**config.mk**
```make
export PLATFORM = sky130hd
export DESIGN_NAME = bdt_unit
export DESIGN_NICKNAME = d
export VERILOG_FILES = /design/src/logic/bdt_pkg.sv /design/src/logic/bdt_list_scan.sv /design/src/logic/bdt_unit.sv
export VERILOG_INCLUDE_DIRS = /design/src /design/src/logic
export SDC_FILE = /design/constraint.sdc
export NUM_CORES = 1
export LEC_CHECK = 0
export ABC_AREA = 1
export ABC_CLOCK_PERIOD_IN_PS = 14500
export BUFFER_PORTS_ARGS = -buffer_cell sky130_fd_sc_hd__clkbuf_2
export CORE_ASPECT_RATIO = 0.8
export CORE_MARGIN = 5
export CORE_UTILIZATION = 40
export CTS_CLUSTER_SIZE = 16
export DETAILED_ROUTE_END_ITERATION = 12
export HOLD_SLACK_MARGIN = 0.12
export SYNTH_ARGS = -nofsm -noshare
export SYNTH_HDL_FRONTEND = slang
export SYNTH_SLANG_ARGS = --single-unit
```
**constraint.sdc**
```tcl
create_clock -name clk -period 14.5 [get_ports clk]
set_input_delay 1.45 -clock clk [delete_from_list [all_inputs] [get_ports clk]]
set_output_delay 1.45 -clock clk [all_outputs]
set_load 0.01 [all_outputs]
```
**src/logic/bdt_params.svh**
```systemverilog
// Constants for the block load / block store sequencer.
// Assumes a 32-bit core with sixteen general registers, index 15 the program counter.
// Contract
// - Register list bit i selects register i
// - Stored program counter equals instruction address plus 12
// - Ascending order; lowest register at lowest address
// - Addresses from base, pre/post and up/down
// - No write-back keeps base unless loaded
// - Unaligned base unchanged; low bits still driven
// - Load with flag and counter restores status
// - Flag otherwise selects user register bank
// - Write-back ends cycle two; first store original
// - Loaded base replaces written-back base value
// - Abort possible on any transfer, recoverable
// - Store abort: finish, trap, only write-back
// - Load abort stops register updates at abort
// - Load abort restores base to proper value
// - Load abort trap only after sequence ends
// - Cycle counts per load, counter load, store
// - Stack kinds fix pre/post and up/down
`ifndef BDT_PARAMS_SVH
`define BDT_PARAMS_SVH
`define BDT_WORD_STEP 32'h0000_0004
`define BDT_PC_STORE_OFS 32'h0000_000c
`define BDT_PC_IDX 4'hf
`define BDT_RST_WORD 32'h0000_0000
`define BDT_RST_IDX 4'h0
`endif

```
**src/logic/bdt_pkg.sv**
```systemverilog
// Types shared by the block transfer sequencer.
// Assumes nothing beyond a SystemVerilog package scope.
`default_nettype none
package bdt_pkg;
  // Decoded fields of a block transfer instruction
  typedef struct packed {
    logic load;
    logic pre;
    logic up;
    logic sbit;
    logic wback;
    logic [3:0] base_idx;
    logic [15:0] reg_list;
  } bdt_instr_t;

  // Bus cycle class: internal, non-sequential, sequential
  typedef enum logic [1:0] {
    BDT_CYC_I = 2'b00,
    BDT_CYC_N = 2'b01,
    BDT_CYC_S = 2'b10
  } bdt_cycle_t;

  typedef enum logic [2:0] {
    BDT_IDLE = 3'b000,
    BDT_ADDR = 3'b001,
    BDT_XFER = 3'b010,
    BDT_INTL = 3'b011,
    BDT_FILL1 = 3'b100,
    BDT_FILL2 = 3'b101
  } bdt_state_t;
endpackage : bdt_pkg
`default_nettype wire

```
**src/logic/bdt_list_scan.sv**
```systemverilog
// Register list scanner: lowest two selected indices and the count.
// Assumes a purely combinational use by the sequencer.
`default_nettype none
module bdt_list_scan #(
  parameter int NREG = 16
) (
  input wire logic [NREG-1:0] list,
  output logic first_vld,
  output logic [3:0] first_idx,
  output logic [3:0] second_idx,
  output logic [4:0] count
);
  // Scan from the top so the lowest set bits win
  always_comb begin
    first_vld = 1'b0;
    first_idx = 4'h0;
    second_idx = 4'h0;
    count = 5'h00;
    for (int i = NREG - 1; i >= 0; i--) begin
      if (list[i]) begin
        second_idx = first_idx;
        first_idx = 4'(i);
        first_vld = 1'b1;
        count = count + 5'h01;
      end
    end
  end
endmodule : bdt_list_scan
`default_nettype wire

```
**src/logic/bdt_unit.sv**
```systemverilog
// Block load / block store sequencer: addresses, register traffic, abort recovery.
// Assumes a register file with a combinational read port and two write ports,
// and a memory system that answers read data and abort in the transfer cycle.
`include "bdt_params.svh"
`default_nettype none
module bdt_unit (
  input wire logic clk,
  input wire logic nrst,
  input wire logic start,
  input wire bdt_pkg::bdt_instr_t instr,
  input wire logic [31:0] instr_addr,
  input wire logic [31:0] base_value,
  input wire logic [31:0] rf_rdata,
  input wire logic [31:0] mem_rdata,
  input wire logic mem_abort,
  output logic busy,
  output logic done,
  output logic abort_trap,
  output logic mem_req,
  output logic mem_write,
  output logic [31:0] mem_addr,
  output logic [31:0] mem_wdata,
  output bdt_pkg::bdt_cycle_t cycle_kind,
  output logic [3:0] rf_raddr,
  output logic rf_user,
  output logic rf_we,
  output logic [3:0] rf_widx,
  output logic [31:0] rf_wdata,
  output logic base_we,
  output logic [3:0] base_widx,
  output logic [31:0] base_wdata,
  output logic psr_restore
);
  bdt_pkg::bdt_state_t state, next_state;
  bdt_pkg::bdt_instr_t ins, next_ins;
  logic [15:0] list_left, next_list_left;
  logic [31:0] pc_addr, next_pc_addr;
  logic [31:0] base_orig, next_base_orig;
  logic [31:0] wb_val, next_wb_val;
  logic [31:0] lo_addr, next_lo_addr;
  logic [31:0] addr, next_addr;
  logic [3:0] xfer_idx, next_xfer_idx;
  logic aborted, next_aborted;
  logic next_busy, next_done, next_abort_trap, next_mem_req, next_mem_write;
  logic [31:0] next_mem_addr, next_mem_wdata, next_rf_wdata, next_base_wdata;
  bdt_pkg::bdt_cycle_t next_cycle_kind;
  logic [3:0] next_rf_raddr, next_rf_widx, next_base_widx;
  logic next_rf_user, next_rf_we, next_base_we, next_psr_restore;

  logic [15:0] scan_list;
  logic scan_vld;
  logic [3:0] scan_first, scan_second;
  logic [4:0] scan_count;
  logic [31:0] span;

  // Before start the scanner looks at the incoming list, later at what is left
  assign scan_list = (state == bdt_pkg::BDT_IDLE) ? instr.reg_list : list_left;
  assign span = {25'h0, scan_count, 2'b00};

  bdt_list_scan #(.NREG(16)) u_scan (
    .list(scan_list),
    .first_vld(scan_vld),
    .first_idx(scan_first),
    .second_idx(scan_second),
    .count(scan_count)
  );

  // Store data: counter reads as instruction address plus 12, base later than
  // first reads as its written-back value since the file updates only at cycle two end
  function automatic logic [31:0] store_val(input logic [3:0] idx, input logic first);
    logic [31:0] v;
    v = rf_rdata;
    if (idx == `BDT_PC_IDX) begin
      v = pc_addr + `BDT_PC_STORE_OFS;
    end else if (!first && ins.wback && idx == ins.base_idx) begin
      v = wb_val;
    end
    return v;
  endfunction : store_val

  // Sequencer next state and every registered output
  always_comb begin
    next_state = state;
    next_ins = ins;
    next_list_left = list_left;
    next_pc_addr = pc_addr;
    next_base_orig = base_orig;
    next_wb_val = wb_val;
    next_lo_addr = lo_addr;
    next_addr = addr;
    next_xfer_idx = xfer_idx;
    next_aborted = aborted;
    next_busy = busy;
    next_done = 1'b0;
    next_abort_trap = 1'b0;
    next_mem_req = 1'b0;
    next_mem_write = 1'b0;
    next_mem_addr = mem_addr;
    next_mem_wdata = mem_wdata;
    next_cycle_kind = bdt_pkg::BDT_CYC_I;
    next_rf_raddr = rf_raddr;
    next_rf_user = rf_user;
    next_rf_we = 1'b0;
    next_rf_widx = rf_widx;
    next_rf_wdata = rf_wdata;
    next_base_we = 1'b0;
    next_base_widx = base_widx;
    next_base_wdata = base_wdata;
    next_psr_restore = 1'b0;
    unique case (state)
      bdt_pkg::BDT_IDLE: begin
        if (start) begin
          next_state = bdt_pkg::BDT_ADDR;
          next_ins = instr;
          next_list_left = instr.reg_list;
          next_pc_addr = instr_addr;
          next_base_orig = base_value;
          // Low address bits ride along untouched
          if (instr.up) begin
            next_lo_addr = instr.pre ? base_value + `BDT_WORD_STEP : base_value;
            next_wb_val = base_value + span;
          end else begin
            next_lo_addr = instr.pre ? base_value - span
                                     : base_value - span + `BDT_WORD_STEP;
            next_wb_val = base_value - span;
          end
          next_rf_raddr = scan_first;
          // Counter load with the flag restores status instead of banking
          next_rf_user = instr.sbit && !(instr.load && instr.reg_list[15]);
          next_aborted = 1'b0;
          next_busy = 1'b1;
          next_cycle_kind = bdt_pkg::BDT_CYC_N;
        end
      end
      bdt_pkg::BDT_ADDR: begin
        // First transfer goes out at the start of cycle two
        next_state = bdt_pkg::BDT_XFER;
        next_mem_req = 1'b1;
        next_mem_write = !ins.load;
        next_mem_addr = lo_addr;
        next_addr = lo_addr + `BDT_WORD_STEP;
        next_xfer_idx = scan_first;
        next_list_left = list_left & ~(16'h0001 << scan_first);
        next_mem_wdata = store_val(scan_first, 1'b1);
        next_rf_raddr = scan_second;
        next_base_we = ins.wback;
        next_base_widx = ins.base_idx;
        next_base_wdata = wb_val;
        next_cycle_kind = ins.load ? bdt_pkg::BDT_CYC_S : bdt_pkg::BDT_CYC_N;
      end
      bdt_pkg::BDT_XFER: begin
        // Abort is taken on any transfer; loads stop register writes, loads and stores carry on
        if (mem_abort) begin
          next_aborted = 1'b1;
        end else if (ins.load && !aborted) begin
          next_rf_we = 1'b1;
          next_rf_widx = xfer_idx;
          next_rf_wdata = mem_rdata;
          next_psr_restore = ins.sbit && xfer_idx == `BDT_PC_IDX;
        end
        if (scan_vld) begin
          next_mem_req = 1'b1;
          next_mem_write = !ins.load;
          next_mem_addr = addr;
          next_addr = addr + `BDT_WORD_STEP;
          next_xfer_idx = scan_first;
          next_list_left = list_left & ~(16'h0001 << scan_first);
          next_mem_wdata = store_val(scan_first, 1'b0);
          next_rf_raddr = scan_second;
          next_cycle_kind = bdt_pkg::BDT_CYC_S;
        end else if (ins.load) begin
          next_state = bdt_pkg::BDT_INTL;
          next_cycle_kind = bdt_pkg::BDT_CYC_I;
        end else begin
          // Store ends here; trap only after the last word
          next_state = bdt_pkg::BDT_IDLE;
          next_busy = 1'b0;
          next_done = 1'b1;
          next_abort_trap = aborted || mem_abort;
        end
      end
      bdt_pkg::BDT_INTL: begin
        if (aborted) begin
          // Undo any base overwrite left by the partial load
          next_base_we = 1'b1;
          next_base_widx = ins.base_idx;
          next_base_wdata = ins.wback ? wb_val : base_orig;
        end
        if (ins.reg_list[15] && !aborted) begin
          next_state = bdt_pkg::BDT_FILL1;
          next_cycle_kind = bdt_pkg::BDT_CYC_N;
        end else begin
          next_state = bdt_pkg::BDT_IDLE;
          next_busy = 1'b0;
          next_done = 1'b1;
          next_abort_trap = aborted;
        end
      end
      bdt_pkg::BDT_FILL1: begin
        // Refill after a counter load: one more N and one S
        next_state = bdt_pkg::BDT_FILL2;
        next_cycle_kind = bdt_pkg::BDT_CYC_S;
      end
      bdt_pkg::BDT_FILL2: begin
        next_state = bdt_pkg::BDT_IDLE;
        next_busy = 1'b0;
        next_done = 1'b1;
      end
      default: begin
        // Illegal code: drop back to idle
        next_state = bdt_pkg::BDT_IDLE;
        next_busy = 1'b0;
      end
    endcase
  end

  // State and output registers
  always_ff @(posedge clk or negedge nrst) begin
    if (!nrst) begin
      state <= bdt_pkg::BDT_IDLE;
      ins <= '0;
      list_left <= 16'h0000;
      pc_addr <= `BDT_RST_WORD;
      base_orig <= `BDT_RST_WORD;
      wb_val <= `BDT_RST_WORD;
      lo_addr <= `BDT_RST_WORD;
      addr <= `BDT_RST_WORD;
      xfer_idx <= `BDT_RST_IDX;
      aborted <= 1'b0;
      busy <= 1'b0;
      done <= 1'b0;
      abort_trap <= 1'b0;
      mem_req <= 1'b0;
      mem_write <= 1'b0;
      mem_addr <= `BDT_RST_WORD;
      mem_wdata <= `BDT_RST_WORD;
      cycle_kind <= bdt_pkg::BDT_CYC_I;
      rf_raddr <= `BDT_RST_IDX;
      rf_user <= 1'b0;
      rf_we <= 1'b0;
      rf_widx <= `BDT_RST_IDX;
      rf_wdata <= `BDT_RST_WORD;
      base_we <= 1'b0;
      base_widx <= `BDT_RST_IDX;
      base_wdata <= `BDT_RST_WORD;
      psr_restore <= 1'b0;
    end else begin
      state <= next_state;
      ins <= next_ins;
      list_left <= next_list_left;
      pc_addr <= next_pc_addr;
      base_orig <= next_base_orig;
      wb_val <= next_wb_val;
      lo_addr <= next_lo_addr;
      addr <= next_addr;
      xfer_idx <= next_xfer_idx;
      aborted <= next_aborted;
      busy <= next_busy;
      done <= next_done;
      abort_trap <= next_abort_trap;
      mem_req <= next_mem_req;
      mem_write <= next_mem_write;
      mem_addr <= next_mem_addr;
      mem_wdata <= next_mem_wdata;
      cycle_kind <= next_cycle_kind;
      rf_raddr <= next_rf_raddr;
      rf_user <= next_rf_user;
      rf_we <= next_rf_we;
      rf_widx <= next_rf_widx;
      rf_wdata <= next_rf_wdata;
      base_we <= next_base_we;
      base_widx <= next_base_widx;
      base_wdata <= next_base_wdata;
      psr_restore <= next_psr_restore;
    end
  end

  // Checks on the driven sequence
  chk_pc_store_value: assert property (@(posedge clk) disable iff (!nrst)
    (mem_req && mem_write && xfer_idx == `BDT_PC_IDX) |-> mem_wdata == pc_addr + 32'h0000_000c)
    else $error("stored counter is not instruction address plus 12");
  chk_addr_ascend: assert property (@(posedge clk) disable iff (!nrst)
    (mem_req && $past(mem_req)) |-> (mem_addr == $past(mem_addr) + 32'h0000_0004
      && xfer_idx > $past(xfer_idx)))
    else $error("transfers not ascending by one word");
  chk_first_addr: assert property (@(posedge clk) disable iff (!nrst)
    (state == bdt_pkg::BDT_ADDR && ins.up && !ins.pre) |=> mem_addr == $past(base_orig))
    else $error("increment-after does not start at base");
  chk_wb_at_two: assert property (@(posedge clk) disable iff (!nrst)
    (start && state == bdt_pkg::BDT_IDLE && instr.wback) |=> !base_we ##1
      (base_we && base_wdata == wb_val && base_widx == ins.base_idx))
    else $error("write-back not issued in cycle two");
  chk_no_wb_quiet: assert property (@(posedge clk) disable iff (!nrst)
    (base_we && !ins.wback) |-> (aborted && base_wdata == base_orig))
    else $error("base written without write-back request");
  chk_abort_stops: assert property (@(posedge clk) disable iff (!nrst)
    (state == bdt_pkg::BDT_XFER && ins.load && mem_abort) |=> !rf_we [*2])
    else $error("register written after abort");
  chk_trap_at_end: assert property (@(posedge clk) disable iff (!nrst)
    abort_trap |-> (done && !busy && $past(aborted || mem_abort)))
    else $error("abort trap outside end of sequence");
  chk_psr_with_pc: assert property (@(posedge clk) disable iff (!nrst)
    psr_restore |-> (rf_we && rf_widx == `BDT_PC_IDX && ins.sbit))
    else $error("status restore not tied to counter load");
  chk_user_bank: assert property (@(posedge clk) disable iff (!nrst)
    busy |-> rf_user == (ins.sbit && !(ins.load && ins.reg_list[15])))
    else $error("user bank select wrong");
  chk_list_bit: assert property (@(posedge clk) disable iff (!nrst)
    rf_we |-> ins.reg_list[rf_widx])
    else $error("loaded register not in list");
  chk_store_len: assert property (@(posedge clk) disable iff (!nrst)
    (state == bdt_pkg::BDT_ADDR && !ins.load && scan_count == 5'h01)
      |=> mem_req ##1 (done && !busy))
    else $error("single store not two cycles after decode");
  chk_restore_base: assert property (@(posedge clk) disable iff (!nrst)
    (state == bdt_pkg::BDT_INTL && aborted) |=> (base_we
      && base_wdata == (ins.wback ? wb_val : base_orig)))
    else $error("base not restored after load abort");
endmodule : bdt_unit
`default_nettype wire

```
Yosys cells after proc, flatten, opt, wreduce, memory -nomap -nowiden
Cells that the tools add are included.
{ "word_totals": {"rom_bits": 0, "ff_bits": 358, "latchBits": 0, "mem_bits_rw": 0, "out_inout_bits": 151, "memories": 0, "wordCells": 225} }
{ "op_classes": {"multipliers": 0, "n_div": 0, "bitwise_logic": 4, "shift": 1, "eq_ne": 15, "reduce_logical": 24, "addsub": 22, "order_cmp": 0, "muxes": 128} }
{ "op_table": {"columns": ["cell", "count"], "rows": [
  ["$mux W32", 12],
  ["$pmux W32 S2", 4],
  ["$mux W4", 35],
  ["$add A32 B3 Y32 const B", 4],
  ["$mux W5", 15],
  ["$add A5 B1 Y5 const B", 14],
  ["$mux W16", 3],
  ["$pmux W16 S3", 1],
  ["$mux W1", 40],
  ["$add A32 B4 Y32 const B", 1],
  ["$add A32 B7 Y32", 1],
  ["$sub A32 B7 Y32", 1],
  ["$and A16 B16 Y16", 1],
  ["$not A16 Y16", 1],
  ["$pmux W4 S2", 2],
  ["$shl A1 B4 Y16 const A", 1],
  ["$pmux W3 S5", 1],
  ["$ne A2 B2 Y1 const B", 7],
  ["$pmux W4 S3", 1],
  ["$pmux W1 S2", 5],
  ["$pmux W2 S5", 1],
  ["$mux W3", 3],
  ["$reduce_and A3 Y1", 3],
  ["$eq A4 B4 Y1 const B", 2],
  ["other kinds (18)", 35]
]} }

Longest topological paths before layout
{ "logic_depth": {"ltp_word": 37, "mapped_depth": 81, "depth_no_buf": 80} }

Modules after synthesis
A second synthesis with hierarchy kept.
{ "unflattened": {"cells_unflattened": 3250, "hier_area_um2": 22472.8} }
{ "by_module_without_submodules": {"columns": ["module", "seq_area_each_um2", "cells_per_inst", "n_inst", "area_each_um2"], "rows": [
  ["bdt_unit", 8483.1, 2776, 1, 20064.2],
  ["bdt_list_scan", 0.0, 474, 1, 2408.6]
]} }

Least setup slack after synthesis
OpenSTA, ideal clock, no wires.
{ "synth_timing": {"path_type": "input port to flip-flop", "startpoint": "input port instr[14] (netlist name)", "endpoint": "register lo_addr[29]", "arrival_time_ps": 10912, "setup_ps": 130, "path_slack_ps": 3458, "cell_stages": 72, "required_ps": 14370, "cell_sequence": "o21ai_0 -> ha_1 -> inv_1 -> nand3_1 -> nand2_1 -> inv_1 -> nand2_1 -> nand3_1 -> nand2_1 -> inv_1 -> ha_1 -> or2_2 -> nand2_1 -> nand2_1 -> nand3_1 -> nand2_1 -> ha_1 -> nand2_1 -> [36 not listed] -> nand2_1 -> nor2_1 -> xor2_1 -> inv_1 -> nor3_1 -> nand2_1 -> nor2_1 -> nand4_1 -> nor2_1 -> nand4_1 -> nor2_1 -> nand2_1 -> inv_1 -> nand3_1 -> nand3_1 -> nand2_1 -> nand2_1 -> o21ai_0"} }
{ "synth_via": {"elab_chain_cells": 34} }
{ "synth_lines": {"columns": ["element", "line_no", "rtl"], "rows": [
  ["from (decl)", "bdt_unit.sv:10", "input wire bdt_pkg::bdt_instr_t instr,"],
  ["$mux W16 *", "bdt_unit.sv:57", "assign scan_list = (state == bdt_pkg::BDT_IDLE) ? instr.reg_list : list_left;"],
  ["$mux W5 *", "bdt_list_scan.sv:20", "if (list[i]) begin"],
  ["$add A5 B1 Y5", "bdt_list_scan.sv:24", "count = count + 5'h01;"],
  ["$mux W5 *", "bdt_list_scan.sv:20", null],
  ["$add A5 B1 Y5", "bdt_list_scan.sv:24", null],
  ["$mux W5 *", "bdt_list_scan.sv:20", null],
  ["$add A5 B1 Y5", "bdt_list_scan.sv:24", null],
  ["$mux W5 *", "bdt_list_scan.sv:20", null],
  ["[18 not listed]", null, null],
  ["$add A5 B1 Y5", "bdt_list_scan.sv:24", null],
  ["$mux W5 *", "bdt_list_scan.sv:20", null],
  ["$add A5 B1 Y5", "bdt_list_scan.sv:24", null],
  ["$mux W5 *", "bdt_list_scan.sv:20", null],
  ["$sub A32 B7 Y32 *", "bdt_unit.sv:123, bdt_unit.sv:124", null],
  ["$add A32 B3 Y32 (no source line)", null, null],
  ["$mux W32 (no source line) *", null, null],
  ["$mux W32 *", "bdt_unit.sv:119", "if (instr.up) begin"],
  ["to (signal assigned)", "bdt_unit.sv:226", "lo_addr <= `BDT_RST_WORD;"],
  ["to (signal assigned)", "bdt_unit.sv:254", "lo_addr <= next_lo_addr;"],
  ["to (decl)", "bdt_unit.sv:40", "logic [31:0] lo_addr, next_lo_addr;"]
]} }
Mark *: on every way between the ends. The rest lies on a longest branch, timed or not.
A chain may end at the register's enable or synchronous reset.

Worst setup path after layout
{ "layout_timing": {"startpoint": "register state[2]", "endpoint": "register lo_addr[29]"} }
{ "layout_via": {"elab_chain_cells": 37, "word_cells_on_any_way": 38} }
{ "layout_lines": {"columns": ["element", "line_no", "rtl"], "rows": [
  ["from (decl)", "bdt_unit.sv:34", "bdt_pkg::bdt_state_t state, next_state;"],
  ["from (signal assigned)", "bdt_unit.sv:220", "state <= bdt_pkg::BDT_IDLE;"],
  ["from (signal assigned)", "bdt_unit.sv:248", "state <= next_state;"],
  ["$logic_not A3 Y1 *", "bdt_unit.sv:57, bdt_unit.sv:110", null],
  ["$mux W16", "bdt_unit.sv:57", null],
  ["$mux W1", "bdt_list_scan.sv:20", null],
  ["$add A1 B1 Y2", "bdt_list_scan.sv:24", null],
  ["$mux W5", "bdt_list_scan.sv:20", null],
  ["$add A5 B1 Y5", "bdt_list_scan.sv:24", null],
  ["$mux W5", "bdt_list_scan.sv:20", null],
  ["$add A5 B1 Y5", "bdt_list_scan.sv:24", null],
  ["[21 not listed]", null, null],
  ["$add A5 B1 Y5", "bdt_list_scan.sv:24", null],
  ["$mux W5", "bdt_list_scan.sv:20", null],
  ["$add A5 B1 Y5", "bdt_list_scan.sv:24", null],
  ["$mux W5", "bdt_list_scan.sv:20", null],
  ["$sub A32 B7 Y32", "bdt_unit.sv:123, bdt_unit.sv:124", null],
  ["$add A32 B3 Y32 (no source line)", null, null],
  ["$mux W32 (no source line)", null, null],
  ["$mux W32", "bdt_unit.sv:119", null]
]} }
Marked as above.

==> flow_summary.ini <==
[status]
status = completed

[drt]
totalWireLength_mm = 71.33
vias = 20841
drt_pass1_iterations = 7
routedWlPerCell_um = 17.45
via_per_inst = 5.098
route.detailed.drc = 0
drtIter0Drc = 1753
ant_nets = 0

[synth]
synth_area_leaders = dfrtp_1 39%, nand2_1 16%, o21ai_0 8.2%, inv_1 6.6%, nor2_1 5.3%
synth_warnings = 0
syn_inst = 3121
synth_common_cells = 890 x nand2_1, 377 x inv_1, 350 x o21ai_0
synth_cell_types = 54
synth.most_common_cell = nand2_1
yosys.area.top_type = dfrtp_1
synth_top_area_share_pct = 39.49
syn_nets = 3312
ys_seq_area_share_pct = 39.49
synth_area_per_cell_um2 = 6.883
synth-edff-count = 0
ys.flop_type = dfrtp_1
synthesis.area_mm2 = 0.02148
ys_seq_elements = 339
async_flop_share_pct = 100.0

[critical_path]
critPathRequiredTime_ps = 14920
cp_slowest_cell = dfrtp_1
worstSetupPathType = reg2reg
r2r_cells = 76
endpoint_kind = flip-flop
max_stage_delay_ps = 440
crit_top_cell = nand2_1
cp.arrival_ps = 12540
r2r_setup_slack_ps = 2380
worstSetupStartpointType = flip-flop
critPathMaxFanout = 25

[floorplan]
io_pins = 308
fp.dieArea_mm2 = 0.05847
std_cell_rows = 76
initial_core_util_pct = 40.12
core_area_mm2 = 0.05354
die_x_um = 269.1
die_h_um = 217.3

[sta]
drv_slew = 0
fmax_ghz = 0.08249
layout_min_cycle_time_ps = 12120
tightest_slew_ps = 1028
grt_setup_unrepaired = false
setup_viol = 0
min_period_over_period_pct = 83.60
finalHoldViolCount = 0
fin_skew_ps = 27.63
maxSlewHeadroom_pct = 30.84
fin_setup_tns_ps = 0

[placement]
dp_hpwl_mm = 52.86
io_buffers = 307
gp_routability_congestion = 0.9559

[layout]
final_util_pct = 46.44
register_area_mm2 = 0.008483
area.growth.synth_to_final_pct = 15.75
multiInputGateArea_mm2 = 0.01105
finalNetCount = 3549
fill_cells = 5501
drive_gt1_share_pct = 14.36

[cts]
path_clk_slew_ps = 60
h-tree-depth = 2
cts_hold_buf = 0
ctsResizeCount = 0
clock-sinks = 339
clockBufferDepth = 3
clk_latency_ps = 570
post-cts-setup-buffers = 0
cts_made_buffers = 39
cts_tree = done
root_buffer = clkbuf_16

[global_route]
grt.overflow.total = 0
antenna_found_initial = 2
grt_pass1_wl_mm = 111.8
grt_pass1_vias = 19462
grt_max_degree = 161
groute.usage.overall_pct = 23.86

[worst_hold_path]
whs_path_depth = 2
holdCritPathClass = reg2reg

[run]
drv_cap = 0
==> cells by family after synthesis <==
logic type / Yosys count / synth area share, %
AOI/OAI and AO/OA: 590 / 15.21
and+or+nand+nor: 1555 / 30.76
muxes: 1 / 0.04660
buffers and inverters: 523 / 9.221
DFF: 339 / 39.49
adders and majority gates: 34 / 2.050
xor gates and xnor gates: 79 / 3.221
==> metrics by stage <==
step	hold WS [ps]	worst slack (ps)	area, um2	instances
after floorplan	442.4	3458	21480	3121
after global placement	455.8	2157	23580	4019
after detailed placement	459.1	2066	23580	4019
after CTS	472.6	2469	24860	4087
after global routing	482.6	1238	24860	4087
final	467.1	2378	24860	4088
==> path summary, 6_finish.rpt <==
| path | start | to |
|---|---|---|
| worst max-delay path | state[2] | lo_addr[29] |
| worst min-delay path | rf_wdata[25] | rf_wdata[25] |
| worst max register to register | state[2] | lo_addr[29] |
| worst min register to register | rf_wdata[25] | rf_wdata[25] |
| max in group asynchronous | nrst | mem_wdata[7] |
| min in group asynchronous | nrst | rf_wdata[29] |
==> layout make-up <==
class	instances	share of cell area, %
diodes	1	0.01006
clock inverters	13	0.5686
repair buffers	325	6.814
clock buffers	55	4.569
multi-input cells	2259	44.44
flip-flops and latches	339	34.12
inverters	394	5.948
well taps	702	3.533
==> layout by cell type, fill, tap and decap left out, drive strengths merged, types with 2 or more instances in the layout <==
cell type,Yosys,final
nand2,912,912
inv,388,391
o21ai,391,391
clkbuf,118,361
dfrtp,339,339
nor2,309,309
nand3,175,175
a21oi,103,103
xor2,72,72
nor3,49,49
nand4,40,40
or2,34,34
ha,32,32
o211ai,29,29
nor4,23,23
buf,11,19
clkinv,6,15
o22ai,14,14
a31oi,14,14
nand3b,7,7
xnor2,7,7
o31ai,7,7
o311ai,7,7
o221ai,6,6
o21a,3,3
a311oi,3,3
a22oi,3,3
a221oi,2,2
or4,2,2
a32oi,2,2
nor4b,2,2
o21bai,2,2
fa,2,2
==> critical path: cells and delay by family (launching register included) <==
kind,cells,cell delay [ps]
simple gates,50,6510
fa+ha+maj,9,2800
compound gates,6,1010
buf+inv,10,980
flops,1,440
xor+xnor,1,220
==> flip-flops by register name (all words and copies together) (netlist names), 4 cells and up <==
name and cells:
pc_addr 32, rf_raddr 4, addr 32, wb_val 30
mem_wdata 32, rf_wdata 32, base_orig 32, xfer_idx 4
rf_widx 4, lo_addr 30, base_widx 4, base_wdata 32
list_left 16, ins 8, mem_addr 32
==> routing by layer <==
metal	track usage (%)	part of all wire (%)
met4	3.566	1.3
met1	37.23	50
met5	0	0
met3	4.069	7.6
met2	35.34	41
Power is left out: the tool's default activity adds up to more than one toggle a clock period on the data nets, which glitch-free logic cannot reach.
